[config.mk]
export PLATFORM = sky130hd
export DESIGN_NAME = tphar_top
export DESIGN_NICKNAME = d
export VERILOG_FILES = /design/src/inc/tphar_pkg.sv /design/src/verilog/tphar_top.sv
export VERILOG_INCLUDE_DIRS = /design/src /design/src/inc
export SDC_FILE = /design/constraint.sdc
export NUM_CORES = 1
export LEC_CHECK = 0
export BUFFER_PORTS_ARGS = -buffer_cell sky130_fd_sc_hd__buf_2
export CAP_MARGIN = 20
export CORE_ASPECT_RATIO = 1.75
export CORE_UTILIZATION = 58
export CTS_CLUSTER_SIZE = 40
export DETAILED_ROUTE_END_ITERATION = 10
export PLACE_DENSITY_LB_ADDON = 0.08
export SLEW_MARGIN = 10
export SYNTH_ARGS = -nofsm -noshare
export SYNTH_HDL_FRONTEND = slang
export SYNTH_SLANG_ARGS = --single-unit
[constraint.sdc]
create_clock -name mclk -period 3.11 [get_ports mclk]
set_input_delay 0.4665 -clock mclk [delete_from_list [all_inputs] [get_ports mclk]]
set_output_delay 0.4665 -clock mclk [all_outputs]
set_load 0.1 [all_outputs]
[src/inc/tphar_defs.svh]
// Offsets, field positions, reset values and timing counts of the readout block
`ifndef TPHAR_DEFS_SVH
`define TPHAR_DEFS_SVH

// ==========================================
// Register offsets
`define TPHAR_MEAS_CTRL_ADDR   8'h85
`define TPHAR_RES_LOW_ADDR     8'hAA
`define TPHAR_RES_HIGH_ADDR    8'hAB

// ==========================================
// Measurement control fields
`define TPHAR_SEL_LSB          0
`define TPHAR_SEL_W            4
`define TPHAR_START_BIT        4
`define TPHAR_GAIN_LSB         6
`define TPHAR_GAIN_W           2
`define TPHAR_MEAS_CTRL_RST    8'h00
`define TPHAR_MEAS_CTRL_MASK   8'hDF

// ==========================================
// Conversion result layout
`define TPHAR_RES_W            14
`define TPHAR_RES_SIGN_CODE    14'h1FFF
`define TPHAR_RES_RST          14'h0000

// ==========================================
// Timing
`define TPHAR_CLK_KHZ          25000
`define TPHAR_CONV_US          100
`define TPHAR_CONV_CYCLES      ((`TPHAR_CONV_US * `TPHAR_CLK_KHZ) / 1000)
`define TPHAR_WDOG_MS          1000
`define TPHAR_WDOG_CYCLES      (`TPHAR_WDOG_MS * `TPHAR_CLK_KHZ)

`endif

[src/inc/tphar_pkg.sv]
// Types shared by the readout block
`default_nettype none
package tphar_pkg;
	// ==========================================
	// Serial slave states, one-hot
	typedef enum logic [8:0] {
		I2C_IDLE = 9'h001,
		I2C_ADDR = 9'h002,
		I2C_AACK = 9'h004,
		I2C_PTR  = 9'h008,
		I2C_PACK = 9'h010,
		I2C_WR   = 9'h020,
		I2C_WACK = 9'h040,
		I2C_RD   = 9'h080,
		I2C_RACK = 9'h100
	} tphar_i2c_t;
endpackage
`default_nettype wire

[src/verilog/tphar_top.sv]
// Thermistor protection flags and host-driven conversion readout behind a serial slave
`include "tphar_defs.svh"
`default_nettype none

// How it works
// - Thermistor below hot limit sets hot flag
// - Auto mode: hot flag turns matching FET off
// - Balance hot flag blocks all balancing outputs
// - Host FET control: flags only, no FET action
// - FET mode excludes sensor two from balance
// - Thermistor above cold limit sets cold flag
// - Auto mode: cold flag turns matching FET off
// - Balance cold flag blocks all balancing outputs
// - Flags clear once reading back in range
// - Scan control halts scan, starts watchdog
// - Start bit under scan control begins conversion
// - Completion loads 14-bit result register pair
// - No acknowledge until conversion is complete
// - Scan due while held runs after release
// - Current gain output follows gain field
// - Result is signed 14-bit code
// - Thresholds use 12-bit cell code encoding
module tphar_top #(
	parameter logic [6:0]  DEV_ADDR    = 7'h28,
	parameter int unsigned TEMP_W      = 12,
	parameter int unsigned CELLS       = 8,
	parameter int unsigned WDOG_CYCLES = `TPHAR_WDOG_CYCLES
) (
	input  wire logic                     mclk,
	input  wire logic                     rst_b,
	input  wire logic                     ce,
	input  wire logic                     scl_in,
	input  wire logic                     sda_in,
	output logic                          sda_out,
	output logic                          sda_oe_b,
	input  wire logic                     host_fet_control,
	input  wire logic                     host_scan_control,
	input  wire logic                     sensor_two_fet_mode,
	input  wire logic [TEMP_W-1:0]        ext_thermistor_one,
	input  wire logic [TEMP_W-1:0]        ext_thermistor_two,
	input  wire logic [TEMP_W-1:0]        charge_hot_limit,
	input  wire logic [TEMP_W-1:0]        discharge_hot_limit,
	input  wire logic [TEMP_W-1:0]        balance_hot_limit,
	input  wire logic [TEMP_W-1:0]        charge_cold_limit,
	input  wire logic [TEMP_W-1:0]        discharge_cold_limit,
	input  wire logic [TEMP_W-1:0]        balance_cold_limit,
	input  wire logic [CELLS-1:0]         balance_request,
	input  wire logic                     scan_due,
	input  wire logic [`TPHAR_RES_W-1:0]  adc_sample,
	output logic                          charge_hot_flag,
	output logic                          discharge_hot_flag,
	output logic                          balance_hot_flag,
	output logic                          charge_cold_flag,
	output logic                          discharge_cold_flag,
	output logic                          balance_cold_flag,
	output logic                          charge_fet_off,
	output logic                          discharge_fet_off,
	output logic [CELLS-1:0]              balance_out,
	output logic                          scan_run,
	output logic                          device_in_control,
	output logic                          adc_start,
	output logic                          adc_busy,
	output logic [`TPHAR_SEL_W-1:0]       adc_select,
	output logic [`TPHAR_GAIN_W-1:0]      current_gain_field,
	output logic                          result_negative
);
	import tphar_pkg::*;

	// ==========================================
	// Helper functions

	// Either sensor reads below a limit; sensor two only when enabled
	function automatic logic any_below(input logic [TEMP_W-1:0] t1,
		input logic [TEMP_W-1:0] t2, input logic use2, input logic [TEMP_W-1:0] lim);
		any_below = (t1 < lim) || (use2 && (t2 < lim));
	endfunction

	// Either sensor reads above a limit; sensor two only when enabled
	function automatic logic any_above(input logic [TEMP_W-1:0] t1,
		input logic [TEMP_W-1:0] t2, input logic use2, input logic [TEMP_W-1:0] lim);
		any_above = (t1 > lim) || (use2 && (t2 > lim));
	endfunction

	// ==========================================
	// Declarations
	logic [2:0]                scl_sync;     // Clock pin synchroniser
	logic [2:0]                sda_sync;     // Data pin synchroniser
	logic                      scl_f;        // Settled clock level
	logic                      sda_f;        // Settled data level
	logic                      scl_rise;     // Clock rising this cycle
	logic                      scl_fall;     // Clock falling this cycle
	logic                      i2c_start;    // Start condition seen
	logic                      i2c_stop;     // Stop condition seen
	tphar_i2c_t                state;        // Slave state
	logic [3:0]                bit_cnt;      // Bits taken in current byte
	logic [7:0]                shift;        // Incoming bits
	logic [7:0]                tx_byte;      // Byte being sent
	logic [7:0]                ptr;          // Register pointer
	logic                      rw;           // Read transfer
	logic                      byte_ack;     // Slave acked a byte or master acked a read byte
	logic                      wr_strobe;    // Register write this cycle
	logic [7:0]                meas_ctrl;    // Measurement control register
	logic [`TPHAR_RES_W-1:0]   result;       // Conversion result pair
	logic [15:0]               conv_cnt;     // Conversion timer
	logic [31:0]               wd_cnt;       // Watchdog timer
	logic                      wd_expired;   // Watchdog ran out
	logic                      scan_pending; // Scan waiting for release
	logic                      host_hold;    // Host holds the scan
	logic                      auto_fet;     // Device may act on FETs
	logic                      use_two_bal;  // Sensor two counts for balance
	logic                      bal_block;    // Balancing forbidden

	localparam logic [15:0] CONV_LAST = 16'(`TPHAR_CONV_CYCLES - 1);
	localparam logic [31:0] WDOG_LAST = 32'(WDOG_CYCLES - 1);

	// Host owns the pack while it holds the scan and the watchdog lives
	assign host_hold = host_scan_control && !wd_expired;
	assign auto_fet  = !host_fet_control && !host_hold;
	assign use_two_bal = !sensor_two_fet_mode;
	assign bal_block = balance_hot_flag || balance_cold_flag;

	// ==========================================
	// Pin synchronisers and edge detection

	// Three stages; a level counts once the last two agree
	always_ff @(posedge mclk or negedge rst_b) begin
		if (!rst_b) begin
			scl_sync <= 3'h7;
			sda_sync <= 3'h7;
		end else if (ce) begin
			scl_sync <= {scl_sync[1:0], scl_in};
			sda_sync <= {sda_sync[1:0], sda_in};
		end
	end

	// Settled levels from agreeing later stages
	always_ff @(posedge mclk or negedge rst_b) begin
		if (!rst_b) begin
			scl_f <= 1'b1;
			sda_f <= 1'b1;
		end else if (ce) begin
			if (scl_sync[1] == scl_sync[2]) begin
				scl_f <= scl_sync[2];
			end
			if (sda_sync[1] == sda_sync[2]) begin
				sda_f <= sda_sync[2];
			end
		end
	end

	// Changes of the settled levels
	assign scl_rise  = (scl_sync[1] == scl_sync[2]) && scl_sync[2] && !scl_f;
	assign scl_fall  = (scl_sync[1] == scl_sync[2]) && !scl_sync[2] && scl_f;
	assign i2c_start = scl_f && (sda_sync[1] == sda_sync[2]) && !sda_sync[2] && sda_f;
	assign i2c_stop  = scl_f && (sda_sync[1] == sda_sync[2]) && sda_sync[2] && !sda_f;

	// ==========================================
	// Serial slave

	// Byte framing, acknowledge and data drive
	always_ff @(posedge mclk or negedge rst_b) begin
		if (!rst_b) begin
			state    <= I2C_IDLE;
			bit_cnt  <= 4'h0;
			shift    <= 8'h00;
			tx_byte  <= 8'h00;
			ptr      <= 8'h00;
			rw       <= 1'b0;
			sda_oe_b <= 1'b1;
			byte_ack <= 1'b0;
			wr_strobe <= 1'b0;
		end else if (ce) begin
			byte_ack  <= 1'b0;
			wr_strobe <= 1'b0;
			if (i2c_start) begin
				// Start or repeated start opens an address byte
				state    <= I2C_ADDR;
				bit_cnt  <= 4'h0;
				sda_oe_b <= 1'b1;
			end else if (i2c_stop) begin
				state    <= I2C_IDLE;
				sda_oe_b <= 1'b1;
			end else if (scl_rise) begin
				// Sample data on the rising clock
				shift   <= {shift[6:0], sda_f};
				bit_cnt <= bit_cnt + 4'h1;
			end else if (scl_fall) begin
				case (state)
					I2C_ADDR: begin
						// Address byte done: answer only when idle
						if (bit_cnt == 4'h8) begin
							if (shift[7:1] == DEV_ADDR && !adc_busy) begin
								sda_oe_b <= 1'b0;
								rw       <= shift[0];
								byte_ack <= 1'b1;
								state    <= I2C_AACK;
							end else begin
								state <= I2C_IDLE;
							end
						end
					end
					I2C_AACK: begin
						// After address ack: send or take a pointer
						bit_cnt <= 4'h0;
						if (rw) begin
							tx_byte  <= read_byte(ptr);
							sda_oe_b <= (read_byte(ptr) > 8'h7F);
							state    <= I2C_RD;
						end else begin
							sda_oe_b <= 1'b1;
							state    <= I2C_PTR;
						end
					end
					I2C_PTR: begin
						// Pointer byte taken
						if (bit_cnt == 4'h8) begin
							ptr      <= shift;
							sda_oe_b <= 1'b0;
							byte_ack <= 1'b1;
							state    <= I2C_PACK;
						end
					end
					I2C_PACK, I2C_WACK: begin
						// Release after ack; next bytes are data
						sda_oe_b <= 1'b1;
						bit_cnt  <= 4'h0;
						state    <= I2C_WR;
					end
					I2C_WR: begin
						// Data byte taken and written at pointer
						if (bit_cnt == 4'h8) begin
							sda_oe_b  <= 1'b0;
							byte_ack  <= 1'b1;
							wr_strobe <= 1'b1;
							state     <= I2C_WACK;
						end
					end
					I2C_RD: begin
						// Shift out the read byte, then release for master ack
						if (bit_cnt == 4'h8) begin
							sda_oe_b <= 1'b1;
							state    <= I2C_RACK;
						end else begin
							sda_oe_b <= tx_byte[3'(7 - bit_cnt)];
						end
					end
					I2C_RACK: begin
						// Master ack repeats the same register, nack ends
						if (!shift[0]) begin
							bit_cnt  <= 4'h0;
							sda_oe_b <= tx_byte[7];
							byte_ack <= 1'b1;
							state    <= I2C_RD;
						end else begin
							state <= I2C_IDLE;
						end
					end
					default: begin
						sda_oe_b <= 1'b1;
					end
				endcase
			end
		end
	end

	// Open drain: the data output only ever pulls low
	always_ff @(posedge mclk or negedge rst_b) begin
		if (!rst_b) begin
			sda_out <= 1'b0;
		end else if (ce) begin
			sda_out <= 1'b0;
		end
	end

	// Register read mux; unmapped offsets read zero
	function automatic logic [7:0] read_byte(input logic [7:0] p);
		case (p)
			`TPHAR_MEAS_CTRL_ADDR: read_byte = meas_ctrl & `TPHAR_MEAS_CTRL_MASK;
			`TPHAR_RES_HIGH_ADDR:  read_byte = {2'b00, result[13:8]};
			`TPHAR_RES_LOW_ADDR:   read_byte = result[7:0];
			default:               read_byte = 8'h00;
		endcase
	endfunction

	// ==========================================
	// Measurement control and conversion

	// Control register; the start bit never stays set
	always_ff @(posedge mclk or negedge rst_b) begin
		if (!rst_b) begin
			meas_ctrl <= `TPHAR_MEAS_CTRL_RST;
		end else if (ce) begin
			if (wr_strobe && ptr == `TPHAR_MEAS_CTRL_ADDR) begin
				meas_ctrl <= shift & `TPHAR_MEAS_CTRL_MASK & ~(8'h01 << `TPHAR_START_BIT);
			end
		end
	end

	// Select and gain outputs follow the register
	always_ff @(posedge mclk or negedge rst_b) begin
		if (!rst_b) begin
			adc_select         <= '0;
			current_gain_field <= '0;
		end else if (ce) begin
			adc_select         <= meas_ctrl[`TPHAR_SEL_LSB +: `TPHAR_SEL_W];
			current_gain_field <= meas_ctrl[`TPHAR_GAIN_LSB +: `TPHAR_GAIN_W];
		end
	end

	// One conversion per start under host scan control
	always_ff @(posedge mclk or negedge rst_b) begin
		if (!rst_b) begin
			adc_start <= 1'b0;
			adc_busy  <= 1'b0;
			conv_cnt  <= 16'h0000;
			result    <= `TPHAR_RES_RST;
		end else if (ce) begin
			adc_start <= 1'b0;
			if (adc_busy) begin
				if (conv_cnt == CONV_LAST) begin
					// Done: load the 14-bit pair, accept the host again
					adc_busy <= 1'b0;
					result   <= adc_sample;
				end else begin
					conv_cnt <= conv_cnt + 16'h0001;
				end
			end else if (wr_strobe && ptr == `TPHAR_MEAS_CTRL_ADDR
					&& shift[`TPHAR_START_BIT] && host_hold) begin
				adc_start <= 1'b1;
				adc_busy  <= 1'b1;
				conv_cnt  <= 16'h0000;
			end
		end
	end

	// Codes from the sign threshold upward read as negative
	always_ff @(posedge mclk or negedge rst_b) begin
		if (!rst_b) begin
			result_negative <= 1'b0;
		end else if (ce) begin
			result_negative <= (result >= `TPHAR_RES_SIGN_CODE);
		end
	end

	// ==========================================
	// Scan hold and watchdog

	// Watchdog runs while the host holds the scan; traffic restarts it
	always_ff @(posedge mclk or negedge rst_b) begin
		if (!rst_b) begin
			wd_cnt     <= 32'h00000000;
			wd_expired <= 1'b0;
		end else if (ce) begin
			if (!host_scan_control) begin
				wd_cnt     <= 32'h00000000;
				wd_expired <= 1'b0;
			end else if (byte_ack) begin
				wd_cnt <= 32'h00000000;
			end else if (wd_cnt == WDOG_LAST) begin
				wd_expired <= 1'b1;
			end else begin
				wd_cnt <= wd_cnt + 32'h00000001;
			end
		end
	end

	// A scan falling due while held waits and runs on release
	always_ff @(posedge mclk or negedge rst_b) begin
		if (!rst_b) begin
			scan_pending      <= 1'b0;
			scan_run          <= 1'b0;
			device_in_control <= 1'b1;
		end else if (ce) begin
			device_in_control <= !host_hold;
			scan_run          <= 1'b0;
			if (host_hold) begin
				scan_pending <= scan_pending || scan_due;
			end else if (scan_due || scan_pending) begin
				scan_run     <= 1'b1;
				scan_pending <= 1'b0;
			end
		end
	end

	// ==========================================
	// Temperature protection

	// Flags follow the comparisons; they drop once back in range
	always_ff @(posedge mclk or negedge rst_b) begin
		if (!rst_b) begin
			charge_hot_flag     <= 1'b0;
			discharge_hot_flag  <= 1'b0;
			balance_hot_flag    <= 1'b0;
			charge_cold_flag    <= 1'b0;
			discharge_cold_flag <= 1'b0;
			balance_cold_flag   <= 1'b0;
		end else if (ce) begin
			// Lower reading means hotter, 12-bit codes throughout
			charge_hot_flag     <= any_below(ext_thermistor_one, ext_thermistor_two,
				1'b1, charge_hot_limit);
			discharge_hot_flag  <= any_below(ext_thermistor_one, ext_thermistor_two,
				1'b1, discharge_hot_limit);
			balance_hot_flag    <= any_below(ext_thermistor_one, ext_thermistor_two,
				use_two_bal, balance_hot_limit);
			charge_cold_flag    <= any_above(ext_thermistor_one, ext_thermistor_two,
				1'b1, charge_cold_limit);
			discharge_cold_flag <= any_above(ext_thermistor_one, ext_thermistor_two,
				1'b1, discharge_cold_limit);
			balance_cold_flag   <= any_above(ext_thermistor_one, ext_thermistor_two,
				use_two_bal, balance_cold_limit);
		end
	end

	// FET switch-off only in automatic mode
	always_ff @(posedge mclk or negedge rst_b) begin
		if (!rst_b) begin
			charge_fet_off    <= 1'b0;
			discharge_fet_off <= 1'b0;
		end else if (ce) begin
			charge_fet_off    <= auto_fet && (charge_hot_flag || charge_cold_flag);
			discharge_fet_off <= auto_fet
				&& (discharge_hot_flag || discharge_cold_flag);
		end
	end

	// Balancing outputs forced off while either balance flag stands
	always_ff @(posedge mclk or negedge rst_b) begin
		if (!rst_b) begin
			balance_out <= '0;
		end else if (ce) begin
			balance_out <= bal_block ? '0 : balance_request;
		end
	end

endmodule
`default_nettype wire

## Yosys cells after proc, flatten, opt, wreduce, memory -nomap -nowiden

Cells that the tools add are included.

| cells by class | value |
|---|---|
| add/sub/neg operators | 4 |
| magnitude comparators | 15 |
| eq/ne operators | 31 |
| muxes and demuxes | 71 |
| bitwise logic cells | 3 |
| reduce and logical (&&, ||, !) cells | 62 |

Operators with widths:

| cell | number |
|---|---|
| $mux 32 | 3 |
| $mux 8 | 10 |
| $gt 12x12->1 | 6 |
| $lt 12x12->1 | 6 |
| $mux 9 | 8 |
| $pmux 9 s7 | 1 |
| $mux 16 | 3 |
| $mux 1 | 35 |
| $add 32x1->32 const B | 1 |
| $eq 32x25->1 const B | 1 |
| $ne 4x4->1 const B | 7 |
| $eq 8x8->1 const B | 3 |
| $pmux 8 s3 | 1 |
| $reduce_and 7->1 | 3 |
| $mux 4 | 5 |
| $logic_and 1x1->1 | 19 |
| $add 16x1->16 const B | 1 |
| $eq 16x12->1 const B | 1 |
| $reduce_and 8->1 | 2 |
| $ge 14x13->1 const B | 1 |
| $logic_or 1x1->1 | 10 |
| $reduce_and 2->1 | 5 |
| $eq 9x2->1 const B | 1 |
| $eq 9x3->1 const B | 1 |
| 34 further kinds | 52 |

| word-level totals | value |
|---|---|
| register bits after elaboration | 146 |
| input bits | 127 |
| output and inout bits | 29 |
| logic and storage cells | 221 |

## Logic depth before layout (Yosys ltp)

| logic depth | value |
|---|---|
| depth in word-level cells | 16 |
| gate-level depth with buffers | 8 |
| mapped depth without buffers | 8 |

## Worst setup path after synthesis

Ideal clock, no wire load.

| timing | value |
|---|---|
| path type | flip-flop to flip-flop |
| start | register adc_busy |
| end | register sda_oe_b |
| setup time | 83 ps |
| arrival time | 2121 ps |
| data required time | 3027 ps |
| slack | 905 ps |
| cell stages (with the launch flop) | 6 |
| cells stage by stage | dfrtp_1 nand2b_1 or4_1 a21boi_0 o2111ai_1 o32a_1 |

| between the ends | value |
|---|---|
| cells in the longest elaborated chain, start to end | 4 |

RTL lines:

| what | line | source |
|---|---|---|
| from (decl) | tphar_top.sv:62 | `output logic adc_busy,` |
| from (signal assigned) | tphar_top.sv:314 | `adc_busy <= 1'b0;` |
| from (signal assigned) | tphar_top.sv:322 | `adc_busy <= 1'b0;` |
| from (signal assigned) | tphar_top.sv:330 | `adc_busy <= 1'b1;` |
| $logic_not 1->1 | tphar_top.sv:192 | `if (shift[7:1] == DEV_ADDR && !adc_busy) begin` |
| $logic_and 1x1->1 | tphar_top.sv:192 |  |
| $ne 4x4->1 (no source line) | - |  |
| $reduce_and 7->1 (no source line) | - |  |
| to (signal assigned) | tphar_top.sv:207 | `sda_oe_b <= (read_byte(ptr) > 8'h7F);` |
| to (signal assigned) | tphar_top.sv:244 | `sda_oe_b <= tx_byte[3'(7 - bit_cnt)];` |
| to (signal assigned) | tphar_top.sv:251 | `sda_oe_b <= tx_byte[7];` |
| to (decl) | tphar_top.sv:35 | `output logic sda_oe_b,` |

No other way between the ends.
A chain may end at the register's enable or synchronous reset.

## Worst setup path after layout

| timing | value |
|---|---|
| start | register state[8] |
| end | register ptr[5] |

| between the ends | value |
|---|---|
| cells in the longest elaborated chain, start to end | 2 |

RTL lines:

| what | line | source |
|---|---|---|
| from (decl) | tphar_top.sv:94 | `tphar_i2c_t state;` |
| from (signal assigned) | tphar_top.sv:163 | `state <= I2C_IDLE;` |
| from (signal assigned) | tphar_top.sv:177 | `state <= I2C_ADDR;` |
| from (signal assigned) | tphar_top.sv:181 | `state <= I2C_IDLE;` |
| $eq 9x4->1 | tphar_top.sv:188 | `case (state)` |
| $reduce_and 7->1 (no source line) | - |  |
| to (signal assigned) | tphar_top.sv:217 | `ptr <= shift;` |
| to (decl) | tphar_top.sv:98 | `logic [7:0] ptr;` |

No other way between the ends.

==> run_results.csv <==
group,metric,value,unit
critical_path,cp.buffers_inverters,0,
place,place_congestion,0.976,
layout,layout-drive-gt1-share,0.219,
synthesis,synth-main-ff-cell,"dfrtp_1",
detailed_routing,wl,27500,um
critical_path,cp_cell_sequence,"or3_1 -> or4_1 -> nor3b_2 -> mux2_2",
layout,fin_util,0.695,
critical_path,critPathMaxStageDelay,0.61,ns
clock_network,cts_root_buffer,"clkbuf_16",
clock_network,clk_pin_slew,0.06,ns
place,dp_hpwl,21900,um
synthesis,synth_edf_count,0,
detailed_routing,dr_total_vias,8832,
critical_path,reg2reg_slack,0.63,ns
critical_path,path_max_fanout,8,
timing,max_freq,403,MHz
critical_path,worstPathRequired,3.42,ns
grt,grt_pass1_vias,9007,
synthesis,synth-xor-area-share,0.0351,
pwr,power_leakage,5.98,nW
grt,grt_pass1_wl,44100,um
pwr,ir_worst_vdd,380,uV
critical_path,cp-start-kind,"register",
timing,min_period,2.48,ns
flow_run,cap_violations,0,
detailed_routing,wl_per_cell,18.5,um
floorplan,initial_utilization,0.598,
grt,grt_antenna_before_repair,6,
synthesis,synth_compound_area_frac,0.144,
detailed_routing,dr.pass1.iters,4,
synthesis,syn_inst,1084,
timing,hold_violations,0,
critical_path,crit_type,"register to register",
detailed_routing,viasPerCell,5.96,
detailed_routing,ant_nets,0,
critical_path,cp-end-kind,"register",
synthesis,yosys_warnings,0,
detailed_routing,drc_errors,0,
grt,overflow,0,
synthesis,async_flop_share,1.00,
timing,setup-violations-final,0,
timing,relSlewSlack,0.521,
critical_path,rr_startpoint,"state[8]",
synthesis,synth_top_cell_by_area,"dfrtp_1",
clock_network,hold_buffers,0,
synthesis,synth_cell_types,76,
layout,fill_cells,1429,
timing,period_share,0.798,
critical_path,critPathTopFamily,"simple AND/OR/NAND/NOR gates",
grt,track_usage,0.322,
layout,nNetsFinal,1512,
timing,setup_tns,0,ns
synthesis,syn_avg_cell_area,9.44,um2
clock_network,post-cts-setup-buffers,0,
floorplan,core,17100,um2
grt,grt_max_degree,73,
floorplan,top_level_ports,156,
synthesis,yosysSeqAreaShare,0.358,
synthesis,yosys.area_share.simple,0.172,
clock_network,htree_levels,4,
critical_path,worst_path_max_delay_cell,"nor3b_2",
detailed_routing,drtIter0Drc,340,
timing,slew_viol_final,0,
clock_network,clk_path_buf_depth,2,
clock_network,cts_made_buffers,17,
floorplan,die_h,178,um
synthesis,synth_seq_cells,146,
synthesis,synth_top_family_by_area,"adder cells",
timing,skew,0.00824,ns
clock_network,cts_sinks,146,
hold_path,hold_path_class,"input pin to asynchronous set/reset pin",
clock_network,cts_resized,0,
synthesis,syn_area,10200,um2
clock_network,cts_tree,"yes",
synthesis,synth_nets,1355,
floorplan,die_x,102,um
synthesis,synthAdderAreaFrac,0.176,
floorplan,rows,63,
synthesis,synth_top_cell_area_share,0.330,
critical_path,arrival,2.79,ns
critical_path,r2r-end,"ptr[5]",
run_status,outcome,"complete, no violations",
pwr,power.density,463,nW/um2
timing,rsz0062_at_grt,"no",
floorplan,dieArea,18200,um2
timing,tightest_slew,0.716,ns
critical_path,reg2reg_depth,4,
synthesis,synth_mux_area_frac,0.0635,
place,io_buffers,154,
synthesis,synth_area_leaders,"dfrtp_1 (33%), ha_1 (18%), mux2_2 (5.2%)",
layout,area_delta_synth_final,16.1,%
clock_network,clock_latency,0.43,ns
## registers in the layout, summed over array words and instances, names as in the netlist, 8 cells and up
register and flops:
balance_out 8, conv_cnt 16, ptr 8, result 14, shift 8, state 9
tx_byte 8, wd_cnt 32
## layout make-up
type / count / area (um2) / area share
multi-input cells: 808 / 6050 / 0.510
flip-flops and latches: 146 / 3670 / 0.309
repair buffers: 167 / 887 / 0.0747
clock buffers: 20 / 447 / 0.0376
inverters: 101 / 379 / 0.0319
well taps: 227 / 284 / 0.0239
clock inverters: 12 / 156 / 0.0132
diodes: 2 / 5.00 / 0.000421
## synthesized netlist by cell type, types with 25 or more instances
cell type / n
o21ai_0: 58
a21oi_1: 66
nor2_1: 81
xnor2_1: 28
mux2_2: 47
nand3_1: 39
dfrtp_1: 135
inv_1: 100
ha_1: 144
nand2_1: 69
nand4_1: 35
a21o_1: 25
## metrics by stage
stage               worst slack (ns)  cells  power [mW]  hold WS, ns  instance area (um2)
floorplan                      0.905   1084        2.99        0.171                10200
global placement               0.578   1449        3.38        0.456                11300
detailed placement             0.614   1449        3.41        0.468                11300
CTS                            0.627   1481        5.53       0.0734                11900
global route                   0.521   1481        5.73       0.0873                11900
finish                         0.630   1483        5.50       0.0279                11900
## placed cells by master (no fill, tap or decap), types with 6 or more instances in the layout
cell,n
buf_4,12
nand2_1,69
a21oi_1,65
and4_1,8
nor2_1,81
xnor2_1,28
nand4_1,35
clkbuf_16,17
buf_2,153
nor4_1,20
xor2_1,13
nor3_1,18
a211o_1,13
a211oi_1,6
a21o_1,25
inv_1,100
nor2b_1,9
nor4b_1,6
o211ai_1,8
nand3_1,39
or3_1,8
a32o_1,7
dfstp_2,11
and3_1,11
dfrtp_1,135
mux2_2,47
nand2b_1,10
mux2i_1,6
o21ai_0,58
ha_1,144
## cells by family after synthesis
group,count (synthesis)
and+or+nand+nor,339
AOI/OAI and AO/OA,227
DFF,146
adders and majority gates,144
buffers and inverters,130
muxes,56
xor gates and xnor gates,41
other,1
## report_power, final
group / switching (mW) / internal, mW
sequential: 0.149 / 2.04
combinational: 0.772 / 0.434
clock: 0.821 / 1.28
total: 1.74 / 3.76
## worst max path at each step
| stage | from | end | slack (ns) | cells after the start |
|---|---|---|---|---|
| after floorplan | adc_busy | sda_oe_b | 0.91 | 5 |
| after global placement | ext_thermistor_two[1] | discharge_cold_flag | 0.58 | 8 |
| after detailed placement | ext_thermistor_two[1] | discharge_cold_flag | 0.61 | 8 |
| after CTS | conv_cnt[1] | result[7] | 0.63 | 5 |
| after global routing | conv_cnt[0] | result[6] | 0.52 | 5 |
| final | state[8] | ptr[5] | 0.63 | 4 |
## metal layers
metal | share of wire | vias up | track usage
li1 | - | 4241 | -
met1 | 0.36 | 4259 | 0.324
met2 | 0.54 | 247 | 0.602
met3 | 0.045 | 79 | 0.0595
met4 | 0.051 | 6 | 0.182
met5 | 0.0013 | - | 0
(Power assumes the default switching activity.)
